### src/rtl/strap_pkg.sv
// Purpose: Shared constants and types for the strap option capture block.
// Assumes: One 50 MHz clock, synchronous active-low reset.
// Notes: Register indices sit behind the index/data port pair.
package strap_pkg;

    // Port pair addresses on the I/O space.
    localparam logic [15:0] INDEX_PORT = 16'h0022;
    localparam logic [15:0] DATA_PORT = 16'h0023;

    // Register indices.
    localparam logic [7:0] IDX_BANK_ZERO = 8'h4A;
    localparam logic [7:0] IDX_BANK_ONE = 8'h4B;
    localparam logic [7:0] IDX_BANK_TWO = 8'h4C;
    localparam logic [7:0] IDX_HOST_PLL = 8'h5F;

    // Strap pin positions on the memory data bus.
    localparam int PIN_PLL_LO = 6;
    localparam int PIN_PLL_HI = 7;
    localparam int PIN_BUS_LO = 8;
    localparam int PIN_BUS_HI = 9;
    localparam int PIN_SYNC = 5;
    localparam int PIN_DIV_HI = 4;
    localparam int PIN_DIV_LO = 17;
    localparam int PIN_MULT_LO = 14;
    localparam int PIN_MULT_HI = 40;
    localparam int PIN_BOOT = 36;
    localparam int PIN_HOST_DIR = 18;
    localparam int PIN_MEM_DIR = 19;
    localparam int PIN_DOT_DIR = 20;
    localparam int PIN_SPD0 = 24;
    localparam int PIN_SPD1 = 25;
    localparam int PIN_SPD2 = 26;
    localparam int PIN_SECOND_SERIAL_PORT = 50;
    localparam int PIN_FIRST_SERIAL_PORT = 51;
    localparam int PIN_KBD = 52;
    localparam int PIN_PAR = 53;

    // Field positions inside bank two.
    localparam int B2_DOT_DIR = 4;

    // Values after reset of the captured registers.
    localparam logic [7:0] RESET_BANK = 8'h00;

    // Cycles after reset release at which the pins are sampled.
    localparam logic [3:0] SAMPLE_DELAY = 4'h4;

    // Expansion bus modes.
    typedef enum logic [1:0] {
        BUS_ISA = 2'h0,
        BUS_PCMCIA = 2'h1,
        BUS_LOCAL = 2'h2,
        BUS_NONE = 2'h3
    } bus_mode_t;

    // Divide ratio of the PCI clock output from the host clock.
    function automatic logic [2:0] pciDivisor(input logic [1:0] sel);
        logic [2:0] r;
        r = 3'h4;
        if (sel[1]) begin
            r = sel[0] ? 3'h2 : 3'h3;
        end
        return r;
    endfunction : pciDivisor

endpackage : strap_pkg

### src/rtl/strap_if.sv
// Purpose: Carries captured strap settings from the capture core to the top.
// Assumes: Single clock domain.
// Notes: Core drives the settings, top drives the dot direction write.
`timescale 1ns/10ps
`default_nettype none
interface strap_if;
    logic [7:0] bankZero;
    logic [7:0] bankOne;
    logic [7:0] bankTwo;
    logic [7:0] hostPll;
    logic [3:0] hwStraps;
    logic captured;
    logic dotDirWr;
    logic dotDirVal;
    modport core (
        output bankZero, bankOne, bankTwo, hostPll, hwStraps, captured,
        input dotDirWr, dotDirVal
    );
    modport user (
        input bankZero, bankOne, bankTwo, hostPll, hwStraps, captured,
        output dotDirWr, dotDirVal
    );
endinterface : strap_if
`default_nettype wire

### src/rtl/strap_sampler.sv
// Purpose: Synchronises strap pins and latches them once after reset.
// Assumes: Pins are stable during the sampling delay.
// Notes: Only the dot clock direction bit may change afterwards.
`timescale 1ns/10ps
`default_nettype none
module strap_sampler (
    // Clock and reset
    input wire logic mclk,
    input wire logic reset_n,
    // Strap pins
    input wire logic [63:0] memoryDataStrapPins,
    input wire logic terminalCountStrap,
    input wire logic [2:0] encodedDmaAckStrap,
    // Captured settings
    strap_if.core st
);
    logic [63:0] mdMeta_q;
    logic [63:0] mdSync_q;
    logic [3:0] hwMeta_q;
    logic [3:0] hwSync_q;
    logic [3:0] delay_q;
    logic done_q;
    logic [7:0] b0_q, b1_q, b2_q, b5_q;
    logic [3:0] hw_q;

    always_ff @(posedge mclk) begin
        mdMeta_q <= memoryDataStrapPins;
        mdSync_q <= mdMeta_q;
        hwMeta_q <= {terminalCountStrap, encodedDmaAckStrap};
        hwSync_q <= hwMeta_q;
    end

    // Single capture point after reset release.
    always_ff @(posedge mclk) begin
        if (!reset_n) begin
            delay_q <= 4'h0;
            done_q <= 1'b0;
        end else if (!done_q) begin
            if (delay_q == strap_pkg::SAMPLE_DELAY) begin
                done_q <= 1'b1; // see (RQ1)
            end else begin
                delay_q <= delay_q + 4'h1;
            end
        end
    end

    wire logic captureNow = !done_q && (delay_q == strap_pkg::SAMPLE_DELAY);

    always_ff @(posedge mclk) begin
        if (!reset_n) begin
            b0_q <= strap_pkg::RESET_BANK;
            b1_q <= strap_pkg::RESET_BANK;
            b2_q <= strap_pkg::RESET_BANK;
            b5_q <= strap_pkg::RESET_BANK;
            hw_q <= 4'h0;
        end else if (captureNow) begin
            // Reserved positions are forced to zero.
            b0_q <= {mdSync_q[strap_pkg::PIN_PLL_HI], mdSync_q[strap_pkg::PIN_PLL_LO],
                     mdSync_q[strap_pkg::PIN_BUS_HI], mdSync_q[strap_pkg::PIN_BUS_LO],
                     1'b0, mdSync_q[strap_pkg::PIN_SYNC],
                     mdSync_q[strap_pkg::PIN_DIV_HI], mdSync_q[strap_pkg::PIN_DIV_LO]};
            b1_q <= {mdSync_q[strap_pkg::PIN_MULT_HI], mdSync_q[strap_pkg::PIN_MULT_LO],
                     5'h00, mdSync_q[strap_pkg::PIN_BOOT]}; // see (RQ7) (RQ16)
            b2_q <= {mdSync_q[strap_pkg::PIN_PAR], mdSync_q[strap_pkg::PIN_KBD], 1'b0,
                     mdSync_q[strap_pkg::PIN_DOT_DIR], mdSync_q[strap_pkg::PIN_MEM_DIR],
                     mdSync_q[strap_pkg::PIN_HOST_DIR],
                     mdSync_q[strap_pkg::PIN_FIRST_SERIAL_PORT], mdSync_q[strap_pkg::PIN_SECOND_SERIAL_PORT]};
            b5_q <= {2'h0, mdSync_q[strap_pkg::PIN_SPD2], mdSync_q[strap_pkg::PIN_SPD1],
                     mdSync_q[strap_pkg::PIN_SPD0], 3'h0};
            hw_q <= hwSync_q; // see (RQ12)
        end else if (done_q && st.dotDirWr) begin
            b2_q[strap_pkg::B2_DOT_DIR] <= st.dotDirVal; // see (RQ15)
        end
    end

    assign st.bankZero = b0_q;
    assign st.bankOne = b1_q;
    assign st.bankTwo = b2_q;
    assign st.hostPll = b5_q;
    assign st.hwStraps = hw_q;
    assign st.captured = done_q;

    property p_frozen;
        @(posedge mclk) disable iff (!reset_n)
        $past(done_q) && done_q |-> $stable(b0_q) && $stable(b1_q) && $stable(b5_q);
    endproperty
    a_frozen: assert property (p_frozen) else $error("Bank changed after capture."); // see (RQ16)

    property p_once;
        @(posedge mclk) disable iff (!reset_n)
        $rose(done_q) |=> done_q [*8];
    endproperty
    a_once: assert property (p_once) else $error("Capture flag dropped."); // see (RQ1)
endmodule : strap_sampler
`default_nettype wire

### src/rtl/strap_option_capture.sv
// Purpose: Strap option capture and decode with index/data register access.
// Assumes: Pins held by pull resistors; one 50 MHz clock.
// Notes: Clock controls stay parked until the straps are captured.
// Behaviour
// (RQ1) Latch straps once, keep them afterwards.
// (RQ2) Bank zero at 4Ah is read-only.
// (RQ3) Bits 7-6: PCI PLL range select.
// (RQ4) Bits 5-4: one expansion bus enabled.
// (RQ5) Bit 2: memory/host clock synchronisation.
// (RQ6) Bits 1-0: PCI clock divisor.
// (RQ7) 4Bh bit 0: boot device width.
// (RQ8) 4Ch bit 0: second serial port enable.
// (RQ9) 4Ch bit 1: first serial port enable.
// (RQ10) 4Ch bit 6: keyboard/mouse enable.
// (RQ11) 4Ch bit 7: parallel port enable.
// (RQ12) Terminal count and DMA ack straps sampled.
// (RQ13) Host clock pad: input or driven.
// (RQ14) Memory clock output: tristated or driven.
// (RQ15) 4Ch read-only except writable bit 4.
// (RQ16) Reserved bits zero; values held until reset.
// (RQ17) Clock settings applied only after capture.
`timescale 1ns/10ps
`default_nettype none
module strap_option_capture (
    // Clock and reset
    input wire logic mclk,
    input wire logic reset_n,
    // Strap pins
    input wire logic [63:0] memoryDataStrapPins,
    input wire logic terminalCountStrap,
    input wire logic [2:0] encodedDmaAckStrap,
    // I/O port access
    input wire logic [15:0] ioAddr,
    input wire logic ioWrite,
    input wire logic ioRead,
    input wire logic [7:0] ioWriteData,
    output logic [7:0] ioReadData,
    // Decoded settings
    output logic strapsValid,
    output logic [1:0] pciPllRange,
    output logic pciPllRangeReserved,
    output logic isaEnable,
    output logic pcmciaEnable,
    output logic localBusEnable,
    output logic memHostSync,
    output logic [2:0] pciClockDivisor,
    output logic bootDevice16,
    output logic firstSerialPortEnable,
    output logic secondSerialPortEnable,
    output logic keyboardMouseEnable,
    output logic parallelPortEnable,
    output logic [2:0] hostPllSpeed,
    output logic [1:0] cpuClockMult,
    output logic [3:0] hardwareStraps,
    // Clock pad controls
    output logic hostClockDriveEnable,
    output logic memoryClockOutputEnable,
    output logic dotClockDriveEnable
);
    strap_if st ();

    logic [7:0] index_q;
    logic [7:0] rdata_q;
    logic [1:0] busMode;

    strap_sampler u_sampler (
        .mclk(mclk),
        .reset_n(reset_n),
        .memoryDataStrapPins(memoryDataStrapPins),
        .terminalCountStrap(terminalCountStrap),
        .encodedDmaAckStrap(encodedDmaAckStrap),
        .st(st)
    );

    // Index port holds the selected register.
    always_ff @(posedge mclk) begin
        if (!reset_n) begin
            index_q <= 8'h00;
        end else if (ioWrite && ioAddr == strap_pkg::INDEX_PORT) begin
            index_q <= ioWriteData;
        end
    end

    wire logic dataWr = ioWrite && ioAddr == strap_pkg::DATA_PORT;

    // Only bit 4 of bank two accepts writes; all other writes are dropped.
    assign st.dotDirWr = dataWr && index_q == strap_pkg::IDX_BANK_TWO; // see (RQ2) (RQ15)
    assign st.dotDirVal = ioWriteData[strap_pkg::B2_DOT_DIR];

    // Read data registered; unmapped indices read zero.
    always_ff @(posedge mclk) begin
        if (!reset_n) begin
            rdata_q <= 8'h00;
        end else if (ioRead) begin
            rdata_q <= 8'h00;
            if (ioAddr == strap_pkg::INDEX_PORT) begin
                rdata_q <= index_q;
            end else if (ioAddr == strap_pkg::DATA_PORT) begin
                case (index_q)
                    strap_pkg::IDX_BANK_ZERO: begin
                        rdata_q <= st.bankZero;
                    end
                    strap_pkg::IDX_BANK_ONE: begin
                        rdata_q <= st.bankOne;
                    end
                    strap_pkg::IDX_BANK_TWO: begin
                        rdata_q <= st.bankTwo;
                    end
                    strap_pkg::IDX_HOST_PLL: begin
                        rdata_q <= st.hostPll;
                    end
                    default: begin
                        rdata_q <= 8'h00;
                    end
                endcase
            end
        end
    end
    assign ioReadData = rdata_q;

    assign busMode = st.bankZero[5:4];

    // Decoded settings; clock controls held inactive before capture.
    always_ff @(posedge mclk) begin
        if (!reset_n) begin
            strapsValid <= 1'b0;
            pciPllRange <= 2'h0;
            pciPllRangeReserved <= 1'b0;
            isaEnable <= 1'b0;
            pcmciaEnable <= 1'b0;
            localBusEnable <= 1'b0;
            memHostSync <= 1'b0;
            pciClockDivisor <= 3'h4;
            bootDevice16 <= 1'b0;
            firstSerialPortEnable <= 1'b0;
            secondSerialPortEnable <= 1'b0;
            keyboardMouseEnable <= 1'b0;
            parallelPortEnable <= 1'b0;
            hostPllSpeed <= 3'h0;
            cpuClockMult <= 2'h0;
            hardwareStraps <= 4'h0;
            hostClockDriveEnable <= 1'b0;
            memoryClockOutputEnable <= 1'b0;
            dotClockDriveEnable <= 1'b0;
        end else if (st.captured) begin // see (RQ17)
            strapsValid <= 1'b1;
            pciPllRange <= st.bankZero[7:6]; // see (RQ3)
            pciPllRangeReserved <= st.bankZero[7]; // see (RQ3)
            isaEnable <= busMode == strap_pkg::BUS_ISA; // see (RQ4)
            pcmciaEnable <= busMode == strap_pkg::BUS_PCMCIA; // see (RQ4)
            localBusEnable <= busMode == strap_pkg::BUS_LOCAL; // see (RQ4)
            memHostSync <= st.bankZero[2]; // see (RQ5)
            pciClockDivisor <= strap_pkg::pciDivisor(st.bankZero[1:0]); // see (RQ6)
            bootDevice16 <= st.bankOne[0]; // see (RQ7)
            secondSerialPortEnable <= st.bankTwo[0]; // see (RQ8)
            firstSerialPortEnable <= st.bankTwo[1]; // see (RQ9)
            keyboardMouseEnable <= st.bankTwo[6]; // see (RQ10)
            parallelPortEnable <= st.bankTwo[7]; // see (RQ11)
            hostPllSpeed <= st.hostPll[5:3];
            cpuClockMult <= st.bankOne[7:6];
            hardwareStraps <= st.hwStraps; // see (RQ12)
            hostClockDriveEnable <= st.bankTwo[2]; // see (RQ13)
            memoryClockOutputEnable <= st.bankTwo[3]; // see (RQ14)
            dotClockDriveEnable <= st.bankTwo[strap_pkg::B2_DOT_DIR];
        end
    end

    property p_onebus;
        @(posedge mclk) disable iff (!reset_n)
        strapsValid |-> ($countones({isaEnable, pcmciaEnable, localBusEnable}) <= 1);
    endproperty
    a_onebus: assert property (p_onebus) else $error("More than one bus enabled."); // see (RQ4)

    property p_isa;
        @(posedge mclk) disable iff (!reset_n)
        st.captured && st.bankZero[5:4] == 2'h0 |=> isaEnable;
    endproperty
    a_isa: assert property (p_isa) else $error("ISA mode not enabled."); // see (RQ4)

    property p_div;
        @(posedge mclk) disable iff (!reset_n)
        st.captured && !st.bankZero[1] |=> pciClockDivisor == 3'h4;
    endproperty
    a_div: assert property (p_div) else $error("PCI divisor not four."); // see (RQ6)

    property p_div2;
        @(posedge mclk) disable iff (!reset_n)
        st.captured && st.bankZero[1:0] == 2'h3 |=> pciClockDivisor == 3'h2;
    endproperty
    a_div2: assert property (p_div2) else $error("PCI divisor not two."); // see (RQ6)

    property p_ro;
        @(posedge mclk) disable iff (!reset_n)
        st.captured && dataWr && index_q == strap_pkg::IDX_BANK_ZERO |=> $stable(st.bankZero);
    endproperty
    a_ro: assert property (p_ro) else $error("Bank zero changed by write."); // see (RQ2)

    property p_dotwr;
        @(posedge mclk) disable iff (!reset_n)
        st.captured && st.dotDirWr |=> st.bankTwo[4] == $past(ioWriteData[4]);
    endproperty
    a_dotwr: assert property (p_dotwr) else $error("Dot direction write lost."); // see (RQ15)

    property p_rsv;
        @(posedge mclk) disable iff (!reset_n)
        st.bankZero[3] == 1'b0 && st.bankOne[5:1] == 5'h00 && st.bankTwo[5] == 1'b0;
    endproperty
    a_rsv: assert property (p_rsv) else $error("Reserved bit set."); // see (RQ16)

    property p_clkhold;
        @(posedge mclk) disable iff (!reset_n)
        !strapsValid |-> !hostClockDriveEnable && !memoryClockOutputEnable;
    endproperty
    a_clkhold: assert property (p_clkhold) else $error("Clock pad on early."); // see (RQ17)

    property p_uart;
        @(posedge mclk) disable iff (!reset_n)
        st.captured |=> firstSerialPortEnable == $past(st.bankTwo[1])
            && secondSerialPortEnable == $past(st.bankTwo[0]);
    endproperty
    a_uart: assert property (p_uart) else $error("Serial enable mismatch."); // see (RQ8) (RQ9)

    property p_range;
        @(posedge mclk) disable iff (!reset_n)
        st.captured |=> pciPllRange == $past(st.bankZero[7:6])
            && pciPllRangeReserved == $past(st.bankZero[7]);
    endproperty
    a_range: assert property (p_range) else $error("PLL range mismatch."); // see (RQ3)

    property p_pcmcia;
        @(posedge mclk) disable iff (!reset_n)
        st.captured && st.bankZero[5:4] == 2'h1
            |=> pcmciaEnable && !isaEnable && !localBusEnable;
    endproperty
    a_pcmcia: assert property (p_pcmcia) else $error("PCMCIA mode wrong."); // see (RQ4)

    property p_local;
        @(posedge mclk) disable iff (!reset_n)
        st.captured && st.bankZero[5:4] == 2'h2 |=> localBusEnable && !isaEnable;
    endproperty
    a_local: assert property (p_local) else $error("Local bus mode wrong."); // see (RQ4)

    property p_nobus;
        @(posedge mclk) disable iff (!reset_n)
        st.captured && st.bankZero[5:4] == 2'h3
            |=> !isaEnable && !pcmciaEnable && !localBusEnable;
    endproperty
    a_nobus: assert property (p_nobus) else $error("Reserved mode enabled a bus."); // see (RQ4)

    property p_sync;
        @(posedge mclk) disable iff (!reset_n)
        st.captured |=> memHostSync == $past(st.bankZero[2]);
    endproperty
    a_sync: assert property (p_sync) else $error("Sync strap mismatch."); // see (RQ5)

    property p_div3;
        @(posedge mclk) disable iff (!reset_n)
        st.captured && st.bankZero[1:0] == 2'h2 |=> pciClockDivisor == 3'h3;
    endproperty
    a_div3: assert property (p_div3) else $error("PCI divisor not three."); // see (RQ6)

    property p_boot;
        @(posedge mclk) disable iff (!reset_n)
        st.captured |=> bootDevice16 == $past(st.bankOne[0]);
    endproperty
    a_boot: assert property (p_boot) else $error("Boot width mismatch."); // see (RQ7)

    property p_periph;
        @(posedge mclk) disable iff (!reset_n)
        st.captured |=> keyboardMouseEnable == $past(st.bankTwo[6])
            && parallelPortEnable == $past(st.bankTwo[7]);
    endproperty
    a_periph: assert property (p_periph) else $error("Enable mismatch."); // see (RQ10) (RQ11)

    property p_hw;
        @(posedge mclk) disable iff (!reset_n)
        st.captured |=> hardwareStraps == $past(st.hwStraps);
    endproperty
    a_hw: assert property (p_hw) else $error("Hardware straps mismatch."); // see (RQ12)

    property p_clkpad;
        @(posedge mclk) disable iff (!reset_n)
        st.captured |=> hostClockDriveEnable == $past(st.bankTwo[2])
            && memoryClockOutputEnable == $past(st.bankTwo[3]);
    endproperty
    a_clkpad: assert property (p_clkpad) else $error("Pad mismatch."); // see (RQ13) (RQ14)

    property p_b2hold;
        @(posedge mclk) disable iff (!reset_n)
        st.captured && !st.dotDirWr |=> $stable(st.bankTwo);
    endproperty
    a_b2hold: assert property (p_b2hold) else $error("Bank two changed."); // see (RQ15)

    property p_hpllrsv;
        @(posedge mclk) disable iff (!reset_n)
        st.hostPll[7:6] == 2'h0 && st.hostPll[2:0] == 3'h0;
    endproperty
    a_hpllrsv: assert property (p_hpllrsv) else $error("PLL reserved bit set."); // see (RQ16)

    property p_dotclk;
        @(posedge mclk) disable iff (!reset_n)
        st.captured |=> dotClockDriveEnable == $past(st.bankTwo[4]);
    endproperty
    a_dotclk: assert property (p_dotclk) else $error("Dot drive mismatch."); // see (RQ15)

    property p_early;
        @(posedge mclk) disable iff (!reset_n)
        !st.captured |=> !strapsValid && pciClockDivisor == 3'h4;
    endproperty
    a_early: assert property (p_early) else $error("Settings valid early."); // see (RQ17)
endmodule : strap_option_capture
`default_nettype wire

### config.mk
export PLATFORM = sky130hd
export DESIGN_NAME = strap_option_capture
export DESIGN_NICKNAME = d
export VERILOG_FILES = /design/src/rtl/strap_pkg.sv /design/src/rtl/strap_if.sv /design/src/rtl/strap_sampler.sv /design/src/rtl/strap_option_capture.sv
export SDC_FILE = /design/constraint.sdc
export NUM_CORES = 1
export LEC_CHECK = 0
export BUFFER_PORTS_ARGS = -buffer_cell sky130_fd_sc_hd__clkbuf_2
export CAP_MARGIN = 20
export CORE_AREA = 2 2 91 93
export DETAILED_ROUTE_END_ITERATION = 12
export DIE_AREA = 0 0 93 95
export PLACE_DENSITY = 0.82
export SYNTH_ARGS = -nofsm -noshare
export SYNTH_HDL_FRONTEND = slang
export SYNTH_SLANG_ARGS = --single-unit
### constraint.sdc
create_clock -name mclk -period 4.4 [get_ports mclk]
set_input_delay 0.66 -clock mclk [delete_from_list [all_inputs] [get_ports mclk]]
set_output_delay 0.66 -clock mclk [all_outputs]
set_load 0.005 [all_outputs]
-- Word-level counts from Yosys, hierarchy flattened
Index checks and enable logic that the tools add are counted.
- register bits after elaboration: 189
- input port bits: 96
- output and inout bits: 36
- logic and storage cells: 63
- $add $sub $neg: 1
- equal/unequal tests: 9
- multiplexer cells: 9
- bitwise operators: 2
- reduce and logical (&&, ||, !) cells: 9
- operators by type and width (operator ; number):
    $eq 16x6->1 const B ; 2
    $eq 8x7->1 const B ; 4
    $pmux 8 s4 ; 1
    $mux 8 ; 2
    $logic_and 1x1->1 ; 5
    $mux 1 ; 5
    $add 4x1->4 const B ; 1
    $eq 4x3->1 const B ; 1
    $mux 3 ; 1
    $eq 2x1->1 const B ; 1
    $eq 2x2->1 const B ; 1
    $logic_not 2->1 ; 1
    $not 1->1 ; 2
    $reduce_and 2->1 ; 1
    $reduce_bool 2->1 ; 1
    $logic_not 1->1 ; 1

-- Longest topological paths before layout
- depth after elaboration: 6
- mapped depth: 8
- mapped depth without buffers: 6

-- Cells and area by module
From an unflattened synthesis, not the netlist that was laid out.
- cells, all modules: 408
- area total of the unflattened synthesis: 4325.4 sq um
- modules (own cells, without submodules) (module ; instances ; cells an instance ; area an instance (sq um) ; sequential area each (sq um)):
    strap_sampler ; 1 ; 195 ; 2259.7 ; 1541.5
    strap_option_capture ; 1 ; 213 ; 2065.7 ; 860.8

-- Worst setup path after synthesis
OpenSTA, ideal clock, no wires.
- path kind: input port to flip-flop
- start: in ioAddr[13]
- end: reg rdata_q[4], in the netlist ioReadData[4]
- library setup time: 0.060 ns
- arrival: 1.766 ns
- setup slack: 2.574 ns
- cell stages on the path: 5
- path buffers: 0
- cell sequence: nor4_1 > nand4_1 > nor3_4 > a21boi_1 > o221a_1
- word-level cells in the longest chain between the ends: 3
- elaborated cells between the ends (all ways): 4
- classes of those cells: 2 x eq/ne; 2 x mux
- RTL lines (element ; RTL line ; source):
    start: declaration ; strap_option_capture.sv:33 ; input wire logic [15:0] ioAddr,
    $eq 16x6->1 ; strap_option_capture.sv:98 ; end else if (ioAddr == strap_pkg::DATA_PORT) begin
    $mux 8 ; strap_option_capture.sv:98 ;
    $mux 8 (*) ; strap_option_capture.sv:96 ; if (ioAddr == strap_pkg::INDEX_PORT) begin
    end signal: assignment ; strap_option_capture.sv:97 ; rdata_q <= index_q;
    end signal: assignment ; strap_option_capture.sv:101 ; rdata_q <= st.bankZero;
    end signal: assignment ; strap_option_capture.sv:104 ; rdata_q <= st.bankOne;
    end: declaration ; strap_option_capture.sv:63 ; logic [7:0] rdata_q;
Mark *: on every way between the ends. The rest lies on a longest branch, timed or not.
A chain may end at the register's enable or synchronous reset.

-- Final worst setup path
- start: reg u_sampler.done_q, in the netlist u_sampler.st.captured
- end: reg u_sampler.hw_q[0], in the netlist u_sampler.st.hwStraps[0]
- word-level cells in the longest chain between the ends: 2
- RTL lines (element ; RTL line ; source):
    start: declaration ; strap_sampler.sv:22 ; logic done_q;
    start signal: assignment ; strap_sampler.sv:37 ; done_q <= 1'b0;
    start signal: assignment ; strap_sampler.sv:40 ; done_q <= 1'b1;
    $logic_not 1->1 ; n/a ;
    $logic_and 1x1->1 ; strap_sampler.sv:47 ; wire logic captureNow = !done_q && (delay_q == strap_pkg::SAMPLE_DELAY);
    end signal: assignment ; strap_sampler.sv:70 ; hw_q <= hwSync_q;
    end: declaration ; strap_sampler.sv:24 ; logic [3:0] hw_q;
No other way between the ends.

==> flow_summary_export.csv <==
group,metric,value,unit
outcome,outcome,"completed",
pwr,internal_power,2.176,mW
critical_path,ff2ff_path_depth,3,
floorplanning,rows,33,
critical_path,required,4830,ps
timing,period_share,0.4993,
routing,drc,0,
global_routing,grt_overflow,0,
clock_tree,cts_setup_buffers,0,
timing,finalSetupViolCount,0,
critical_path,cp-start-kind,"flip-flop",
hold_path,hold_path_class,"input pin to flip-flop",
critical_path,reg2reg_to,"u_sampler.st.hwStraps[0]",
floorplanning,die_w,93,um
critical_path,slowest_delay,940,ps
global_routing,antenna_found_initial,0,
synth,yosys-top-cells-count,"dfxtp_1, nand2_1, mux2i_1",
timing,finalSetupTns,0,ps
synth,ys_top_cells_by_area,"dfxtp_1, mux2i_1, nand2_1",
clock_tree,cts_htree_levels,4,
synth,synth_top_area_frac,0.5838,
timing,slew_violations,0,
critical_path,rrSetupSlack,2200,ps
critical_path,setup.worst_path.start,"u_sampler.st.captured",
clock_tree,ctsResizeCount,0,
layout,syn_to_final_growth,27.12,%
synth,synth_top_cell_by_area,"dfxtp_1",
synth,synth_edf_count,0,
hold_path,hold_start,"encodedDmaAckStrap[0]",
routing,detail-route-antenna-nets,0,
hold_path,hold_end,"u_sampler.hwMeta_q[0]",
pwr,power_frac_seq,0.430,
pwr,leakagePower,2.103,nW
routing,avgViaCountPerCell,5.010,
run,cap_violations,0,
critical_path,path_cells,"or3_1 -> nand2_1 -> a21boi_0",
floorplanning,start_util,0.5191,
pwr,pwr-share-comb,0.064,
synth,async_flop_share,0,
synth,mappedNetlistArea,4115,um^2
place,placed_cells_incl_taps,556,
layout,drive_gt1_frac,0.2727,
synth,synth_area_per_cell,10.72,um^2
place,place_congestion,0.7908,
timing,tightest_slew,929.3,ps
pwr,power.switching,0.6343,mW
pwr,clockPowerShare,0.507,
routing,routed_wl,8.365,mm
routing,dr.pass1.iters,4,
synth,synth_most_common_cell,"dfxtp_1",
clock_tree,clkLatencyLatePin,510,ps
timing,fin_crit,2197,ps
critical_path,critPathKind,"flip-flop to flip-flop",
clock_tree,clk_pin_slew_worst_paths,60,ps
timing,finalHoldViolCount,0,
pwr,power.density,537.3,nW/um^2
global_routing,grt_start_max_net_pins,73,
clock_tree,cts_buffer_depth,2,
synth,ys_ff_latch,120,
synth,synth.distinct_cells,44,
synth,synthCells,384,
synth,synth_ff_type,"dfxtp_1",
timing,skew,6.468,ps
critical_path,arrival,2630,ps
synth,yosysWarnings,0,
synth,seq_area_frac_synth,0.5838,
floorplanning,fp.dieH,95,um
critical_path,path_max_fanout,35,
layout,fin_nets,569,
critical_path,worstReg2RegStart,"u_sampler.st.captured",
clock_tree,root_buffer,"clkbuf_8",
pwr,ir_drop,0.4402,mV
critical_path,slowest_stage,"dfxtp_2",
clock_tree,numCtsBuffers,17,
routing,num_vias,2951,
timing,rsz0062_at_grt,"false",
place,io_buffers,87,
clock_tree,tritoncts,"built",
global_routing,grt_pass1_vias,2970,
timing,max_freq,455.2,MHz
floorplanning,core,7928,um^2
critical_path,critPathCaptureType,"flip-flop",
routing,first_iter_violations,149,
floorplanning,io_pins,132,
routing,routedWlPerCell,14.20,um
global_routing,grt_usage,0.2015,
global_routing,grt_first_pass_wirelength,13.55,mm
clock_tree,cts_hold_buf,0,
place,place.detailed.hpwl,5.511,mm
synth,syn-num-nets,482,
layout,antennaDiodeCount,0,
timing,max_slew_margin,0.3805,
layout,fin_cells,589,
hold_path,min_path_cells,1,
clock_tree,cts.sinks,120,
floorplanning,dieArea,8835,um^2
pwr,netSwitchingFraction,0.2257,
how the worst max path moves through the flow:
stage / end / slack, ps / cells after the start
3_3_place_gp: u_sampler.st.bankTwo[4] / 2260 / 6
5_1_grt: u_sampler.st.hwStraps[0] / 2020 / 3
6_report: u_sampler.st.hwStraps[0] / 2200 / 3
4_1_cts: u_sampler.st.hwStraps[0] / 2190 / 3
3_5_place_dp: u_sampler.st.bankTwo[4] / 2170 / 6
2_1_floorplan: ioReadData[4] / 2570 / 5
layout make-up:
cell class | instances | area, um^2
clock inverters | 14 | 195.2
clock buffers | 18 | 427.9
repair buffers | 89 | 462.9
inverters | 9 | 33.78
flip-flops and latches | 120 | 2404
fillers | 626 | 2696
well taps | 105 | 131.4
multi-input cells | 234 | 1577
logic make-up (layout without fill, tap and decap cells):
kind of cell             Yosys count  after routing  synth area share
XOR/XNOR                           3              3          0.006386
adder cells (fa/ha/maj)            2              2          0.006080
AND/OR/NAND/NOR                  134            134            0.1858
buffers and inverters             30            130           0.03436
flip-flops                       120            120            0.5838
multiplexers                      34             34           0.08270
AO/OA/AOI/OAI                     61             61            0.1009
power groups by stage:
stage | sequential, mW | clock, mW | combinational, mW
2_1_floorplan | 1.20 | 0 | 0.135
3_5_place_dp | 1.23 | 0 | 0.175
3_3_place_gp | 1.23 | 0 | 0.165
4_1_cts | 1.21 | 1.45 | 0.179
5_1_grt | 1.21 | 1.50 | 0.199
6_report | 1.21 | 1.42 | 0.179
registers in the layout, summed over array words and instances (netlist names), 2 cells and up:
name and count:
u_sampler.hwMeta_q 4, pciPllRange 2, cpuClockMult 2, u_sampler.mdSync_q 20, u_sampler.delay_q 4, u_sampler.st.bankTwo 7, ioReadData 8, u_sampler.st.hwStraps 4
index_q 8, u_sampler.st.bankOne 3, hostPllSpeed 3, u_sampler.mdMeta_q 20, pciClockDivisor 3, u_sampler.st.hostPll 3, u_sampler.st.bankZero 7, hardwareStraps 4
u_sampler.hwSync_q 4
per-stage QoR:
stage	total power, mW	util	worst slack (ps)	cell area (um^2)	hold WS, ps
global placement	1.391	0.5788	2257	4588	311.2
global route	2.911	0.6599	2015	5231	221.1
CTS	2.836	0.6574	2195	5211	226.0
detailed placement	1.404	0.5788	2171	4588	312.1
finish	2.811	0.6599	2203	5231	247.2
floorplan	1.332	-	2574	4115	309.6
routing by layer:
layer  share of wire  global-route usage  vias up
met5               0                   0        -
met4           0.013             0.06250        0
met3           0.062             0.08140       15
met2            0.50              0.3496       88
met1            0.43              0.2279     1369
li1                -                   -     1479
worst max-delay path, delay by kind of cell, from the launching register on:
kind	cells	cell delay, ps
AO/OA/AOI/OAI	1	210
flip-flops	1	940
AND/OR/NAND/NOR	2	960
layout by cell type (no fill, tap or decap), types with 2 or more instances in the layout:
cell type / Yosys / layout
a21boi_0: 17 / 17
a21boi_1: 10 / 10
a21oi_1: 6 / 6
a22o_1: 4 / 4
a31oi_1: 3 / 3
and2_1: 5 / 5
and4_1: 2 / 2
bufinv_16: 0 / 4
clkbuf_16: 0 / 16
clkbuf_2: 0 / 87
clkbuf_8: 0 / 2
clkinv_2: 0 / 3
clkinv_4: 0 / 3
dfxtp_1: 120 / 119
ha_1: 2 / 2
inv_1: 9 / 9
inv_6: 0 / 3
mux2i_1: 34 / 34
nand2_1: 61 / 61
nand2b_1: 3 / 3
nand3b_1: 2 / 2
nand4_1: 3 / 3
nor2_1: 6 / 6
nor2b_1: 31 / 31
nor3_1: 3 / 2
nor3_2: 1 / 2
nor4_1: 3 / 3
nor4b_1: 3 / 3
nor4b_2: 2 / 2
o21ai_0: 13 / 13
o2bb2ai_1: 3 / 3
xnor2_1: 3 / 3
No activity file was read; power rests on OpenSTA's default activity.
